--- src/core/flash_ctrl_map.svh ---
// register offsets, reset values and fixed codes of the flash control registers
`ifndef FLASH_CTRL_MAP_SVH
`define FLASH_CTRL_MAP_SVH
`define ACC_OFS 8'h00
`define FLAG_OFS 8'h04
`define WAIT_OFS 8'h08
`define TRIM_OFS 8'h0C
`define SEC_OFS 8'h10
`define ACC_RST 2'h2
`define ACC_PROG 2'h1
`define WAIT_RST 3'h0
`define TRIM_RST 10'h000
`define HANG_BIT 1
`define RDY_BIT 0
`define SEC_ADDR 32'h0010_0000
`define TRIM_ADDR 32'h0010_0004
`define SEC_CODE 16'h0001
`define ERASED_WORD 32'hFFFF_FFFF
`define MODE_USER 2'h0
`define MODE_SERIAL 2'h1
`endif

--- src/core/flash_ctrl_pkg.sv ---
// types shared by the flash control register block
package flash_ctrl_pkg;
	typedef enum logic [2:0] {LD_SEC_REQ, LD_SEC_WAIT, LD_TRIM_REQ, LD_TRIM_WAIT, LD_DONE} load_state_t;
	typedef struct packed {
		logic busy;
		logic hang;
	} flash_stat_t;
	typedef struct packed {
		logic valid;
		logic chipErase;
		logic infoErase;
	} flash_cmd_t;
	typedef struct packed {
		logic req;
		logic [31:0] addr;
	} load_req_t;
	typedef struct packed {
		logic valid;
		logic [31:0] data;
	} load_rsp_t;
endpackage

--- src/core/pin_sync.sv ---
// two-flop synchroniser for the boot mode pins
`timescale 1ns/10ps
module pin_sync (
	input wire logic clk, // system clock
	input wire logic rst_n, // synchronous reset, active low
	input wire logic [1:0] pinIn, // raw pin levels
	output logic [1:0] pinOut // synchronised levels
);
	logic [1:0] meta_q;
	logic [1:0] sync_q;

	// first stage feeds only the second stage
	always_ff @(posedge clk) begin
		if (!rst_n) begin
			meta_q <= 2'h0;
			sync_q <= 2'h0;
		end else begin
			meta_q <= pinIn;
			sync_q <= meta_q;
		end
	end

	assign pinOut = sync_q;
endmodule

--- src/core/flash_ctrl_security_regs.sv ---
// flash control/status registers with read protection, reached over apb
//
// Overview of operation
// - access size resets to 10, selecting 32-bit execute-only flash reads
// - access size 01 selects half-word programming; 00 and 11 never written
// - hang flag at status bit 1 shows the timing-limit hang state
// - status bit 0 reads 0 while program or erase runs, 1 when done
// - status bits 7 to 2 are reserved, writes to them ignored
// - wait field adds 0,1,3,5,7 read waits; other codes unused; resets 0
// - after reset trim copy loads low ten bits of flash word 0x0010_0004
// - trim copy reads zero after a chip reset following a flash erase
// - flash is protected when word 0x0010_0000 holds 0x0001
// - protection takes effect only at a later reset, not when written
// - protection is removed only by a reset after a completed chip erase
// - protected in user mode: commands and reads normal, debug blocked
// - protected in serial mode: only chip erase, reads invalid, debug blocked
// - security code and trim word are always erased together
`timescale 1ns/10ps
`include "flash_ctrl_map.svh"
module flash_ctrl_security_regs (
	input wire logic clk, // system clock, 25 MHz
	input wire logic rst_n, // synchronous reset, active low
	input wire logic [7:0] paddr, // apb byte address
	input wire logic psel, // apb select
	input wire logic penable, // apb access phase
	input wire logic pwrite, // apb direction, high for write
	input wire logic [31:0] pwdata, // apb write data
	output logic [31:0] prdata, // apb read data
	output logic pready, // apb ready
	output logic pslverr, // apb error on unmapped address
	input wire flash_ctrl_pkg::flash_stat_t flashStat, // busy and hang from flash sequencer
	input wire flash_ctrl_pkg::flash_cmd_t cmdIn, // decoded flash command
	output flash_ctrl_pkg::load_req_t loadReq, // post-reset word fetch request
	input wire flash_ctrl_pkg::load_rsp_t loadRsp, // fetched word
	input wire logic [1:0] bootModePins, // mode pins, asynchronous
	output logic [1:0] accessWidthSel, // access size to the array
	output logic [2:0] waitCount, // read wait cycles in execute mode
	output logic cmdAccept, // command passed to the sequencer
	output logic cmdReject, // command refused
	output logic readInvalid, // array reads return invalid data
	output logic dbgBlock, // debug port access blocked
	output logic infoEraseBoth // erase security code and trim word together
);
	import flash_ctrl_pkg::*;

	////////////////////////////////////////////////////////////////////////////////
	// mode pin synchroniser

	logic [1:0] modeSync;

	pin_sync u_mode_sync (
		.clk(clk),
		.rst_n(rst_n),
		.pinIn(bootModePins),
		.pinOut(modeSync)
	);

	////////////////////////////////////////////////////////////////////////////////
	// decode helpers

	function automatic logic regHit(input logic [7:0] a);
		regHit = (a == `ACC_OFS) || (a == `FLAG_OFS) || (a == `WAIT_OFS) ||
			(a == `TRIM_OFS) || (a == `SEC_OFS);
	endfunction

	function automatic logic waitLegal(input logic [2:0] w);
		waitLegal = (w == 3'h0) || w[0];
	endfunction

	////////////////////////////////////////////////////////////////////////////////
	// post-reset fetch of security code and trim word

	load_state_t ldState_q, ldState_d;
	load_req_t load_q, load_d;
	logic prot_q, prot_d;
	logic [9:0] trim_q, trim_d;

	// protection is only ever decided here, so a write to the code word waits for a reset
	always_comb begin
		ldState_d = ldState_q;
		load_d = load_q;
		prot_d = prot_q;
		trim_d = trim_q;
		case (ldState_q)
			LD_SEC_REQ: begin
				load_d.req = 1'b1;
				load_d.addr = `SEC_ADDR;
				ldState_d = LD_SEC_WAIT;
			end
			LD_SEC_WAIT: begin
				if (loadRsp.valid) begin
					// latched only in the fetch after reset
					prot_d = (loadRsp.data[15:0] == `SEC_CODE);
					load_d.req = 1'b0;
					ldState_d = LD_TRIM_REQ;
				end
			end
			LD_TRIM_REQ: begin
				load_d.req = 1'b1;
				load_d.addr = `TRIM_ADDR;
				ldState_d = LD_TRIM_WAIT;
			end
			LD_TRIM_WAIT: begin
				if (loadRsp.valid) begin
					// erased word leaves the copy cleared
					trim_d = (loadRsp.data == `ERASED_WORD) ? `TRIM_RST : loadRsp.data[9:0];
					load_d.req = 1'b0;
					ldState_d = LD_DONE;
				end
			end
			LD_DONE: begin
				// chip erase during run does not unlock until next reset
				ldState_d = LD_DONE;
			end
			default: begin
				ldState_d = LD_SEC_REQ;
			end
		endcase
	end

	// fetch state registers
	always_ff @(posedge clk) begin
		if (!rst_n) begin
			ldState_q <= LD_SEC_REQ;
			load_q <= '0;
			prot_q <= 1'b0;
			trim_q <= `TRIM_RST;
		end else begin
			ldState_q <= ldState_d;
			load_q <= load_d;
			prot_q <= prot_d;
			trim_q <= trim_d;
		end
	end

	assign loadReq = load_q;

	////////////////////////////////////////////////////////////////////////////////
	// apb slave and control registers

	logic [1:0] acc_q, acc_d;
	logic [2:0] wait_q, wait_d;
	logic [31:0] prdata_q, prdata_d;
	logic pready_q, pready_d;
	logic pslverr_q, pslverr_d;
	logic rdPhase, wrTake;
	logic [31:0] rdMux;

	// ready one cycle into the access phase keeps the read mux off the bus path
	assign rdPhase = psel && penable && !pready_q;
	assign wrTake = psel && penable && pready_q && pwrite;

	// read mux; reserved bits read zero
	always_comb begin
		rdMux = 32'h0000_0000;
		case (paddr)
			`ACC_OFS: rdMux[1:0] = acc_q;
			`FLAG_OFS: begin
				rdMux[`HANG_BIT] = flashStat.hang;
				// ready flag is inverse of busy
				rdMux[`RDY_BIT] = !flashStat.busy;
			end
			`WAIT_OFS: rdMux[2:0] = wait_q;
			`TRIM_OFS: rdMux[9:0] = trim_q;
			`SEC_OFS: rdMux[4:0] = {modeSync, (ldState_q == LD_DONE), 1'b0, prot_q};
			default: rdMux = 32'h0000_0000;
		endcase
	end

	// next values of bus answer and control fields
	always_comb begin
		acc_d = acc_q;
		wait_d = wait_q;
		pready_d = rdPhase;
		pslverr_d = rdPhase && !regHit(paddr);
		prdata_d = (rdPhase && !pwrite) ? rdMux : 32'h0000_0000;
		if (wrTake) begin
			// prohibited encodings are dropped, old mode kept
			if (paddr == `ACC_OFS && (pwdata[1:0] == `ACC_PROG || pwdata[1:0] == `ACC_RST)) begin
				acc_d = pwdata[1:0];
			end
			// only the documented wait codes are stored
			if (paddr == `WAIT_OFS && waitLegal(pwdata[2:0])) begin
				wait_d = pwdata[2:0];
			end
		end
	end

	// bus and control registers
	always_ff @(posedge clk) begin
		if (!rst_n) begin
			acc_q <= `ACC_RST;
			wait_q <= `WAIT_RST;
			prdata_q <= 32'h0000_0000;
			pready_q <= 1'b0;
			pslverr_q <= 1'b0;
		end else begin
			acc_q <= acc_d;
			wait_q <= wait_d;
			prdata_q <= prdata_d;
			pready_q <= pready_d;
			pslverr_q <= pslverr_d;
		end
	end

	assign prdata = prdata_q;
	assign pready = pready_q;
	assign pslverr = pslverr_q;
	assign accessWidthSel = acc_q;
	assign waitCount = wait_q;

	////////////////////////////////////////////////////////////////////////////////
	// protection gating of commands, reads and debug

	logic serialLock;
	logic cmdOk;
	logic cmdAccept_q, cmdAccept_d;
	logic cmdReject_q, cmdReject_d;
	logic readInvalid_q, readInvalid_d;
	logic dbgBlock_q, dbgBlock_d;
	logic infoErase_q, infoErase_d;

	assign serialLock = prot_q && (modeSync == `MODE_SERIAL);
	assign cmdOk = !serialLock || cmdIn.chipErase;

	// debug stays blocked until the code word is known, so no window opens at boot
	always_comb begin
		// user mode passes commands, debug blocked when protected
		// protected serial mode keeps only chip erase and spoils reads
		cmdAccept_d = cmdIn.valid && cmdOk;
		cmdReject_d = cmdIn.valid && !cmdOk;
		readInvalid_d = serialLock;
		dbgBlock_d = prot_q || (ldState_q != LD_DONE);
		// either info word erase takes both words
		infoErase_d = cmdIn.valid && cmdOk && (cmdIn.infoErase || cmdIn.chipErase);
	end

	// gating registers
	always_ff @(posedge clk) begin
		if (!rst_n) begin
			cmdAccept_q <= 1'b0;
			cmdReject_q <= 1'b0;
			readInvalid_q <= 1'b0;
			dbgBlock_q <= 1'b1;
			infoErase_q <= 1'b0;
		end else begin
			cmdAccept_q <= cmdAccept_d;
			cmdReject_q <= cmdReject_d;
			readInvalid_q <= readInvalid_d;
			dbgBlock_q <= dbgBlock_d;
			infoErase_q <= infoErase_d;
		end
	end

	assign cmdAccept = cmdAccept_q;
	assign cmdReject = cmdReject_q;
	assign readInvalid = readInvalid_q;
	assign dbgBlock = dbgBlock_q;
	assign infoEraseBoth = infoErase_q;
endmodule

--- config.mk ---
export PLATFORM = sky130hd
export DESIGN_NAME = flash_ctrl_security_regs
export DESIGN_NICKNAME = d
export VERILOG_FILES = /design/src/core/flash_ctrl_pkg.sv /design/src/core/pin_sync.sv /design/src/core/flash_ctrl_security_regs.sv
export VERILOG_INCLUDE_DIRS = /design/src /design/src/core
export SDC_FILE = /design/constraint.sdc
export NUM_CORES = 1
export LEC_CHECK = 0
export ABC_CLOCK_PERIOD_IN_PS = 1700
export BUFFER_PORTS_ARGS = -buffer_cell sky130_fd_sc_hd__buf_2
export CELL_PAD_IN_SITES_DETAIL_PLACEMENT = 0
export CELL_PAD_IN_SITES_GLOBAL_PLACEMENT = 1
export CORE_MARGIN = 5
export CORE_UTILIZATION = 27
export DETAILED_ROUTE_END_ITERATION = 10
export GPL_TIMING_DRIVEN = 0
export PLACE_DENSITY = 0.92
export SLEW_MARGIN = 30
export SYNTH_ARGS = -nofsm -noshare
export SYNTH_HDL_FRONTEND = slang
export SYNTH_SLANG_ARGS = --single-unit
export TNS_END_PERCENT = 1
--- constraint.sdc ---
create_clock -name clk -period 1.7 [get_ports clk]
set_clock_uncertainty 0.05 [all_clocks]
set_input_delay 0.085 -clock clk [delete_from_list [all_inputs] [get_ports clk]]
set_output_delay 0.085 -clock clk [all_outputs]
set_load 0.02 [all_outputs]
---- Word-level counts from Yosys, hierarchy flattened ----
Cells that the tools add are included.
cells by class
  equal/unequal tests ..................... 17
  reductions and logical operators ........ 42
  mux-type cells .......................... 10
operators with widths
  cell                                            number
  one-hot mux 32 bit (2 select lines)             1
  == test 32 bit, second input constant           1
  == test 16 x 1 -> 1 bit, second input constant  1
  == test 8 x 4 -> 1 bit, second input constant   2
  one-hot mux 3 bit (5 select lines)              1
  AND reduction 2 bit                             7
  logical AND 1 bit                               12
  two-way mux 10 bit                              1
  one-hot mux 2 bit (5 select lines)              1
  logical OR 1 bit                                9
  == test 8 x 3 -> 1 bit, second input constant   1
  == test 8 x 5 -> 1 bit, second input constant   1
  logical NOT 8 bit                               1
  == test 3 x 2 -> 1 bit, second input constant   2
  logical NOT 1 bit                               6
  logical NOT 3 bit                               2
  two-way mux 3 bit                               2
  == test 2 x 1 -> 1 bit, second input constant   2
  != test 2 bit, second input constant            2
  one-hot mux 2 bit (2 select lines)              1
  nonzero test 2 bit                              2
  OR reduction 2 bit                              2
  == test 3 x 1 -> 1 bit, second input constant   1
  == test 3 bit, second input constant            1
  7 further kinds                                 7
word-level totals
  output and inout port bits .............. 77
  flip-flop bits (word level) ............. 95
  word-level logic and storage cells ...... 88

---- Depth between registers and ports, before layout ----
Gate-level depths: netlist of the first run.
  depth in word-level cells ............... 7
  gate-level depth with buffers ........... 7
  gate-level depth less buffers ........... 6

---- Cells and area by module ----
A second synthesis of the first run with hierarchy kept.
second synthesis, totals
  cell total of the unflattened synthesis .. 219
  area, all modules ....................... 2035.7 um^2
modules (own cells, without submodules)
  module                    sequential area each (um^2)  instances  area each (um^2)  cells each
  flash_ctrl_security_regs  780.7                        1          1930.6            211
  pin_sync                  80.1                         1          105.1             8

---- Worst setup path after synthesis of the first run ----
OpenSTA, ideal clock, no wires.
  path type ............................... register -> register
  start point ............................. register pready_q (netlist: pready)
  end point ............................... register acc_q[1] (netlist: accessWidthSel[1])
  data required time ...................... 1.530 ns
  clock period less this slack ............ 1.443 ns
  stages on the path, launching flop included .. 5
  library setup time ...................... 0.120 ns
  setup slack ............................. 0.257 ns
  arrival ................................. 1.273 ns
  cell sequence ........................... dfxtp_1 -> and4b_1 -> and4_1 -> nand3_1 -> a211o_2
on the way
  word-level cells in the longest chain between the ends .. 3
ends and longest elaborated chain
  what                                  RTL line                         source
  start: declaration                    flash_ctrl_security_regs.sv:144  logic pready_q, pready_d;
  start signal: assignment              flash_ctrl_security_regs.sv:201  pready_q <= pready_d;
  logical AND 1 bit (2 in series)       flash_ctrl_security_regs.sv:151  assign wrTake = psel && penable && pready_q && pwrite;
  AND reduction 2 bit (no source line)  --
  end signal: assignment                flash_ctrl_security_regs.sv:192  acc_q <= `ACC_RST;
  end: declaration                      flash_ctrl_security_regs.sv:141  logic [1:0] acc_q, acc_d;
Every way passes these cells.
A chain may end at the register's enable or synchronous reset.

---- Final worst setup path of the first run ----
  start point ............................. input port loadRsp[1] in the netlist's numbering
  end point ............................... register prot_q
on the way
  word-level cells in the longest chain between the ends .. 1
ends and longest elaborated chain
  what                                      RTL line                         source
  start: declaration                        flash_ctrl_security_regs.sv:34   input wire flash_ctrl_pkg::load_rsp_t loadRsp,
  == test 16 x 1 -> 1 bit (no source line)  --
  end signal: assignment                    flash_ctrl_security_regs.sv:131  prot_q <= prot_d;
  end: declaration                          flash_ctrl_security_regs.sv:75   logic prot_q, prot_d;
Every way passes these cells.

==> results.sh, run 1 <==
export IMPL_viasPerCell=3.95
export IMPL_die_w_um=97.5
export IMPL_hp_class="in2reg"
export IMPL_crit_fanout=3
export IMPL_worstPathCellList="dlygate4sd3_1 > buf_2 > nor4b_1 > nand4_1 > or4_1 > a21oi_1"
export IMPL_wl_per_cell_um=11.1
export IMPL_diodes=0
export IMPL_drive_gt1_share_pct=39.8
export IMPL_clock_sinks=43
export IMPL_clock_latency_ns=0.30
export IMPL_placementRows=32
export IMPL_relSlewSlack_pct=57.0
export IMPL_drt_initial_drc_count=98
export IMPL_cts_buffers=5
export IMPL_ys_seq_area_share_pct=41.6
export IMPL_synth_edff_count=0
export IMPL_post_route_min_period_ns=1.62
export IMPL_reg2reg_from="ldState_q[2]$_SDFFE_PN0P_"
export IMPL_dp_hpwl_mm=4.24
export IMPL_drc_errors=0
export IMPL_grt_busiest_layer="met2"
export IMPL_async_flop_share_pct=0
export IMPL_ys_top_cells_by_area="dfxtp_1, buf_4, a22o_1, and2_1, nand4_1"
export IMPL_n_fill_cell=776
export IMPL_r2r_setup_slack_ns=0.20
export IMPL_grt_use_met3_pct=3.30
export IMPL_ant_nets=0
export IMPL_p_leak_nw=1.53
export IMPL_cts_tree="yes"
export IMPL_syn_cell_area_um2=2070
export IMPL_mostFrequentLayoutCells="buf_2, buf_4, conb_1, dfxtp_1, nor2_1"
export IMPL_fin_crit_sh_pct=95.1
export IMPL_die_area_um2=9510
export IMPL_reg2reg_to="trim_q[0]$_SDFFE_PN0P_"
export IMPL_area_growth_pct=46.3
export IMPL_grt_ovfl_total=0
export IMPL_fin_nets=454
export IMPL_ir_drop_uv=254
export IMPL_drt_pre_antenna_iters=4
export IMPL_slew_viol_final=0
export IMPL_crit_slowest_cell="dlygate4sd3_1"
export IMPL_hold_start="loadRsp[3]"
export IMPL_vias=1859
export IMPL_ys_warn_count=0
export IMPL_final_common_cell="buf_2"
export IMPL_holdWs_ns=0.00607
export IMPL_cp_end_kind="flop"
export IMPL_ctsRootBufferMaster="clkbuf_8"
export IMPL_rsz0062_at_grt="no"
export IMPL_finalSetupViolCount=0
export IMPL_max_stage_delay_ns=0.54
export IMPL_critical_path_arrival_ns=1.79
export IMPL_first_global_vias=1887
export IMPL_post_cts_buffers=0
export IMPL_tns_ns=0
export IMPL_globalplace_congestion=0.767
export IMPL_synth_distinct_cells=40
export IMPL_worst_setup_path_type="in2reg"
export IMPL_cts_resized=0
export IMPL_grt_usage_pct=10.7
export IMPL_avgSynthCellArea_um2=9.49
export IMPL_status="finished clean"
export IMPL_routed_wl_mm=5.24
export IMPL_boundaryPins=162
export IMPL_cts_path_max_buffers=2
export IMPL_grt_pass1_wl_mm=8.42
export IMPL_fmax_mhz=619
export IMPL_layout_cells_non_filler=471
export IMPL_worstMarginPinSlew_ns=0.642
export IMPL_grt_antenna_before_repair=0
export IMPL_cp_data_required_time_ns=1.88
export IMPL_ys_ff_latch=43
export IMPL_min_to="trim_q[3]$_SDFFE_PN0P_"
export IMPL_grtUsageMet2_pct=18.6
export IMPL_synth_flop_cell="dfxtp_1"
export IMPL_synth_top_area_share_pct=41.6
export IMPL_cp_start_kind="input port"
export IMPL_fp_dieH_um=97.5
export IMPL_cap_violations=0
export IMPL_io_buffers=77
export IMPL_start_util_pct=27.2
export IMPL_met1_usage_pct=11.7
export IMPL_r2r_cells=3
export IMPL_core_um2=7610
export IMPL_htreeDepth=2
export IMPL_grt_max_degree=14
export IMPL_hold_violations=0
export IMPL_worstHoldPathCells=2
export IMPL_hold_buffers=15
export IMPL_syn_inst=218
export IMPL_power_density_nw_per_um2=717
export IMPL_yosys_area_top_type="dfxtp_1"
export IMPL_clkSlewWorstSetupHoldPaths_ns=0.08
export IMPL_dp_cells=448
==> critical path, delay by kind of cell <==
family                 cells  cell delay (ns)
and+or+nand+nor            3             0.90
buffers and inverters      2             0.68
AOI/OAI and AO/OA          1             0.13
==> worst max-delay path by stage <==
stage,start,end,slack [ns],cells after the start
after floorplan,pready$_SDFF_PN0_,accessWidthSel[1]$_SDFFE_PN1P_,0.26,4
after global placement,pready$_SDFF_PN0_,prdata[8]$_SDFF_PN0_,0.22,4
after detailed placement,rst_n,trim_q[9]$_SDFFE_PN0P_,0.21,4
after CTS,loadRsp[1],prot_q$_SDFFE_PN0P_,0.12,6
after global routing,loadRsp[8],prot_q$_SDFFE_PN0P_,0.003,6
final,loadRsp[1],prot_q$_SDFFE_PN0P_,0.08,6
==> sequential cells by signal, indices dropped and copies added (netlist names) <==
| name | count |
|---|---|
| accessWidthSel | 2 |
| cmdAccept | 1 |
| cmdReject | 1 |
| dbgBlock | 1 |
| infoEraseBoth | 1 |
| ldState_q | 3 |
| loadReq | 3 |
| prdata | 10 |
| pready | 1 |
| prot_q | 1 |
| pslverr | 1 |
| readInvalid | 1 |
| trim_q | 10 |
| u_mode_sync.meta_q | 2 |
| u_mode_sync.pinOut | 2 |
| waitCount | 3 |
==> final cells by class <==
class	count	area (um2)	share of cell area, %
clock buffers	7	96.3	3.18
inverters	7	26.3	0.868
plain buffers	58	429	14.2
multi-input cells	161	943	31.2
clock inverters	1	7.51	0.248
repair buffers	92	536	17.7
well taps	102	128	4.22
flip-flops and latches	43	861	28.4
==> where the power goes <==
part	switching, mW	total (mW)	internal, mW
logic	0.220	0.409	0.189
registers	0.0140	1.04	1.03
clock network	0.347	0.717	0.369
==> layer usage <==
| metal | part of all wire [%] | wire [um] | vias up |
|---|---|---|---|
| li1 | - | - | 957 |
| met1 | 39 | 2020 | 799 |
| met2 | 49 | 2580 | 90 |
| met3 | 9.2 | 483 | 13 |
| met4 | 3.0 | 158 | 0 |
| met5 | 0 | 0 | - |
==> synthesized netlist by cell type (all sizes together), types with 2 or more instances <==
cell,instances
buf,53
dfxtp,43
nor2,16
nand2,11
a22o,10
and2,10
nand4,10
a21oi,6
inv,6
nor4,6
clkbuf,5
mux2i,5
and4b,4
nand2b,3
nand3,3
nand3b,3
nor3b,3
o21ai,3
a32oi,2
and4,2
mux4,2
==> cells by family after synthesis <==
group / Yosys count / share of synthesized area [%]
DFF: 43 / 41.6
AOI/OAI and AO/OA: 25 / 8.95
xor gates and xnor gates: 1 / 0.424
muxes: 7 / 4.60
and+or+nand+nor: 75 / 21.6
buffers and inverters: 65 / 22.0
other: 1 / 0.181
adders and majority gates: 1 / 0.605
==> through the flow <==
step                setup WS [ns]  cell area, um2  util, %  power, mW
floorplan                   0.257            2260        -       1.34
global placement            0.225            2770     36.4       1.44
global route              0.00347            3030     39.8       2.28
detailed placement          0.206            2770     36.4       1.45
CTS                         0.118            3030     39.8       2.19
finish                     0.0836            3030     39.8       2.17
Power figures use the tool's default switching activity.
==> inputs of run 2 (changes only) <==
==> constraint.sdc (replaced) <==
create_clock -name clk -period 1.7 [get_ports clk]
set_clock_uncertainty 0.05 [all_clocks]
set_input_delay 0.255 -clock clk [delete_from_list [all_inputs] [get_ports clk]]
set_output_delay 0.255 -clock clk [all_outputs]
set_load 0.02 [all_outputs]
==> results.sh, run 2 (synthesis results as in run 1) <==
export IMPL_rsz0062_at_grt="no"
export IMPL_clkSlewWorstSetupHoldPaths_ns=0.08
export IMPL_power_mw=2.14
export IMPL_clock_latency_ns=0.29
export IMPL_cap_violations=0
export IMPL_power_density_nw_per_um2=743
export IMPL_globalplace_congestion=0.767
export IMPL_cts_tree="yes"
export IMPL_fin_crit_sh_pct=87.9
export IMPL_drive_gt1_share_pct=41.5
export IMPL_die_area_um2=9510
export IMPL_hold_buffers=0
export IMPL_fp_dieH_um=97.5
export IMPL_final_common_cell="buf_2"
export IMPL_cp_end_kind="flop"
export IMPL_drt_pre_antenna_iters=4
export IMPL_die_w_um=97.5
export IMPL_post_cts_buffers=0
export IMPL_ant_nets=0
export IMPL_crit_fanout=10
export IMPL_clock_sinks=43
export IMPL_status="finished clean"
export IMPL_multi_input_area_um2=943
export IMPL_start_util_pct=27.2
export IMPL_cts_resized=0
export IMPL_p_leak_nw=1.47
export IMPL_grt_antenna_before_repair=1
export IMPL_core_um2=7610
export IMPL_fmax_mhz=669
export IMPL_tns_ns=0
export IMPL_diodes=0
export IMPL_n_fill_cell=797
export IMPL_drt_initial_drc_count=82
export IMPL_placementRows=32
export IMPL_cp_start_kind="flop"
export IMPL_grt_pass1_wl_mm=7.97
export IMPL_relSlewSlack_pct=57.6
export IMPL_ir_drop_uv=252
export IMPL_io_buffers=77
export IMPL_first_global_vias=1802
export IMPL_ctsRootBufferMaster="clkbuf_8"
export IMPL_cts_path_max_buffers=2
export IMPL_finalSetupViolCount=0
export IMPL_hp_class="in2reg"
export IMPL_crit_slowest_cell="nor2_1"
export IMPL_viasPerCell=3.93
export IMPL_routed_wl_mm=4.99
export IMPL_boundaryPins=162
export IMPL_wl_per_cell_um=10.9
export IMPL_cp_data_required_time_ns=1.89
export IMPL_hold_violations=0
export IMPL_cts_buffers=5
export IMPL_vias=1793
export IMPL_grt_ovfl_total=0
export IMPL_htreeDepth=2
export IMPL_post_route_min_period_ns=1.50
export IMPL_fin_nets=439
export IMPL_slew_viol_final=0
export IMPL_dp_hpwl_mm=4.24
export IMPL_mostFrequentLayoutCells="buf_2, buf_4, conb_1, dfxtp_1, nor2_1"
export IMPL_max_stage_delay_ns=0.50
export IMPL_grt_usage_pct=10.1
export IMPL_drc_errors=0
export IMPL_regArea_um2=861
export IMPL_worstMarginPinSlew_ns=0.633
export IMPL_area_growth_pct=39.1
export IMPL_worst_setup_path_type="reg2reg"
export IMPL_critical_path_arrival_ns=1.69
export IMPL_worstPathCellList="and4b_1 > nor2_1 > a22o_1"
export IMPL_grt_max_degree=14
run 2: critical path, delay by kind of cell (launching register included):
family             cells  cell delay [ns]
and+or+nand+nor        2             0.75
DFF                    1             0.42
AOI/OAI and AO/OA      1             0.23
run 2: layer usage:
layer / track usage (%) / vias up / wire [um] / share of wire [%]
met1: 11.1 / 767 / 1910 / 38
met4: 4.15 / 2 / 99 / 2.0
met2: 17.7 / 84 / 2460 / 49
li1: - / 930 / - / -
met5: 0 / - / 7 / 0.14
met3: 3.52 / 10 / 512 / 10
run 2: path summary, 6_finish.rpt:
kind,end,cells past startpoint,slack [ns],startpoint
worst max-delay path,trim_q[0]$_SDFFE_PN0P_,3,0.20,ldState_q[2]$_SDFFE_PN0P_
worst min-delay path,cmdReject$_SDFF_PN0_,2,0.11,cmdIn[1]
worst max register to register,trim_q[0]$_SDFFE_PN0P_,3,0.20,ldState_q[2]$_SDFFE_PN0P_
worst min register to register,u_mode_sync.pinOut[0]$_SDFF_PN0_,1,0.39,u_mode_sync.meta_q[0]$_SDFF_PN0_
run 2: per-stage QoR:
stage               hold WS [ns]  util (%)  setup slack [ns]  cells  area, um2
floorplan                  0.283         -             0.257    269       2260
global placement           0.368      36.4            0.0623    448       2770
detailed placement         0.372      36.4            0.0355    448       2770
CTS                       0.0971      37.8             0.204    456       2880
global route               0.109      37.8            0.0851    456       2880
finish                     0.105      37.8             0.205    456       2880
run 2: cell type report:
class / instances / share of cell area, %
plain buffers: 58 / 14.9
clock buffers: 7 / 3.35
clock inverters: 1 / 0.261
inverters: 7 / 0.913
multi-input cells: 161 / 32.8
flip-flops and latches: 43 / 29.9
well taps: 102 / 4.44
repair buffers: 77 / 13.4
run 2: report_power, final:
part | leakage (nW) | internal (mW) | switching, mW | total [mW]
Combinational | 1.07 | 0.168 | 0.215 | 0.383
Sequential | 0.349 | 1.03 | 0.0139 | 1.04
Clock | 0.0505 | 0.369 | 0.343 | 0.713
==> inputs of run 3 (changes only) <==
Settings changed: ABC_AREA set to 1, CORE_ASPECT_RATIO set to 1.5.
==> results.sh, run 3 <==
export IMPL_power_mw=2.39
export IMPL_drt_pre_antenna_iters=5
export IMPL_grt_pass1_wl_mm=9.27
export IMPL_post_route_min_period_ns=1.22
export IMPL_reg2reg_to="waitCount[2]$_SDFFE_PN0P_"
export IMPL_syn_inst=328
export IMPL_die_area_um2=10600
export IMPL_slew_viol_final=0
export IMPL_seqPwrFrac_pct=44.6
export IMPL_combPwrFrac_pct=18.7
export IMPL_globalplace_congestion=0.811
export IMPL_synth_edff_count=0
export IMPL_cts_tree="yes"
export IMPL_grt_max_degree=13
export IMPL_p_int_mw=1.75
export IMPL_grt_antenna_before_repair=0
export IMPL_finalSetupViolCount=0
export IMPL_synth_flop_cell="dfxtp_1"
export IMPL_grt_ovfl_total=0
export IMPL_critical_path_arrival_ns=1.34
export IMPL_cp_end_kind="flop"
export IMPL_n_fill_cell=888
export IMPL_async_flop_share_pct=0
export IMPL_status="finished clean"
export IMPL_ys_warn_count=0
export IMPL_min_to="u_mode_sync.meta_q[1]$_SDFF_PN0_"
export IMPL_syn_cell_area_um2=2320
export IMPL_io_buffers=80
export IMPL_grt_usage_pct=10.8
export IMPL_r2r_setup_slack_ns=0.48
export IMPL_fp_dieH_um=124
export IMPL_swShare_pct=26.6
export IMPL_start_util_pct=27.6
export IMPL_multi_input_area_um2=1110
export IMPL_core_um2=8410
export IMPL_fin_crit_sh_pct=71.8
export IMPL_holdWs_ns=0.109
export IMPL_avgSynthCellArea_um2=7.08
export IMPL_diodes=0
export IMPL_ys_seq_area_share_pct=37.0
export IMPL_reg2reg_from="pready$_SDFF_PN0_"
export IMPL_yosys_area_top_type="dfxtp_1"
export IMPL_die_w_um=85.7
export IMPL_first_global_vias=2207
export IMPL_clkSlewWorstSetupHoldPaths_ns=0.06
export IMPL_ys_top_cells_by_area="dfxtp_1, buf_4, nand2_1, nor2_1, inv_1"
export IMPL_clock_latency_ns=0.27
export IMPL_area_growth_pct=36.9
export IMPL_ctsRootBufferMaster="clkbuf_16"
export IMPL_layout_setup_ws_ns=0.479
export IMPL_cp_start_kind="flop"
export IMPL_cap_violations=0
export IMPL_ys_ff_latch=43
export IMPL_drive_gt1_share_pct=36.6
export IMPL_dp_hpwl_mm=4.87
export IMPL_hold_start="bootModePins[1]"
export IMPL_power_density_nw_per_um2=750
export IMPL_ir_drop_uv=386
export IMPL_r2r_cells=5
export IMPL_tns_ns=0
export IMPL_yosysMostFrequentCell="nand2_1"
export IMPL_viasPerCell=3.83
export IMPL_netlist_top_cells_count="nand2_1, buf_4, nor2_1, dfxtp_1, inv_1"
export IMPL_hold_violations=0
export IMPL_regArea_um2=861
export IMPL_pwr_share_clk_pct=36.7
export IMPL_boundaryPins=162
export IMPL_mostFrequentLayoutCells="buf_2, nand2_1, buf_4, conb_1, nor2_1"
export IMPL_placementRows=41
export IMPL_drc_errors=0
export IMPL_final_common_cell="buf_2"
export IMPL_synth_top_area_share_pct=37.0
export IMPL_cts_resized=0
export IMPL_ant_nets=0
export IMPL_wl_per_cell_um=9.73
export IMPL_hp_class="in2reg"
export IMPL_worstHoldPathCells=3
export IMPL_vias=2190
export IMPL_p_leak_nw=1.70
export IMPL_cts_path_max_buffers=2
export IMPL_cts_buffers=5
export IMPL_clock_sinks=43
export IMPL_drt_initial_drc_count=35
export IMPL_hold_buffers=0
export IMPL_worst_setup_path_type="reg2reg"
export IMPL_htreeDepth=2
export IMPL_fin_nets=552
export IMPL_crit_fanout=4
export IMPL_cp_data_required_time_ns=1.82
export IMPL_routed_wl_mm=5.57
export IMPL_rsz0062_at_grt="no"
export IMPL_post_cts_buffers=0
export IMPL_fmax_mhz=819
export IMPL_place_ws_ns=0.354
export IMPL_p_sw_uw=634
export IMPL_synth_distinct_cells=27
## run 3: cell types whose count changed in the layout (fill, tap and decap cells not counted), moves of 10 or more
cell,previous run,this run
a22o_1,10,0
and2_1,10,0
inv_1,6,31
nand2_1,11,72
nor2_1,16,45
nor2_2,0,11
o21ai_1,0,15
## run 3: worst max-delay path by stage
| stage | start | endpoint | slack (ns) | depth (start not counted) |
|---|---|---|---|---|
| finish | pready$_SDFF_PN0_ | waitCount[2]$_SDFFE_PN0P_ | 0.48 | 5 |
| global route | pready$_SDFF_PN0_ | waitCount[2]$_SDFFE_PN0P_ | 0.33 | 6 |
| CTS | pready$_SDFF_PN0_ | waitCount[2]$_SDFFE_PN0P_ | 0.45 | 5 |
| detailed placement | pwdata[0] | waitCount[1]$_SDFFE_PN0P_ | 0.35 | 9 |
| global placement | pwdata[0] | waitCount[2]$_SDFFE_PN0P_ | 0.37 | 8 |
| floorplan | pready$_SDFF_PN0_ | waitCount[0]$_SDFFE_PN0P_ | 0.53 | 6 |
## run 3: cell families after synthesis
kind of cell / after synthesis / synth area share (%)
buffers and inverters: 92 / 23.6
AO/OA/AOI/OAI: 37 / 9.91
adder cells (fa/ha/maj): 1 / 0.538
AND/OR/NAND/NOR: 154 / 28.8
flip-flops: 43 / 37.0
other: 1 / 0.161
## run 3: cell type report
type / instances / area share (%)
Inverter: 36 / 4.25
Multi-Input combinational cell: 244 / 34.8
Buffer: 56 / 13.0
Timing Repair Buffer: 80 / 12.6
Clock buffer: 5 / 3.93
Sequential cell: 43 / 27.1
Clock inverter: 1 / 0.236
Tap cell: 107 / 4.21
## run 3: per-stage QoR
stage | cells | area, um2 | util [%]
final | 572 | 3180 | 37.8
after global routing | 572 | 3180 | 37.8
after CTS | 572 | 3180 | 37.8
after detailed placement | 566 | 3050 | 36.2
after global placement | 566 | 3050 | 36.2
after floorplan | 379 | 2510 | -
## run 3: worst max-delay path, stage by stage (launching register included)
cell,delay (ns)
dfxtp_1,0.34
nand3_1,0.07
nor2_1,0.27
nand3_1,0.18
o21ai_1,0.16
nor2_1,0.05
## run 3: metal layers
metal	up-vias	track usage [%]	wire, um
li1	1184	-	-
met1	879	12.4	2270
met2	119	18.9	2580
met3	8	3.31	604
met4	0	3.86	107
met5	-	0	0
## run 3: power groups by stage
stage	Combinational (mW)	Clock, mW	Sequential (mW)
floorplan	0.314	0	1.10
global placement	0.435	0	1.09
detailed placement	0.441	0	1.09
CTS	0.441	0.909	1.06
global route	0.495	0.955	1.07
finish	0.446	0.876	1.06
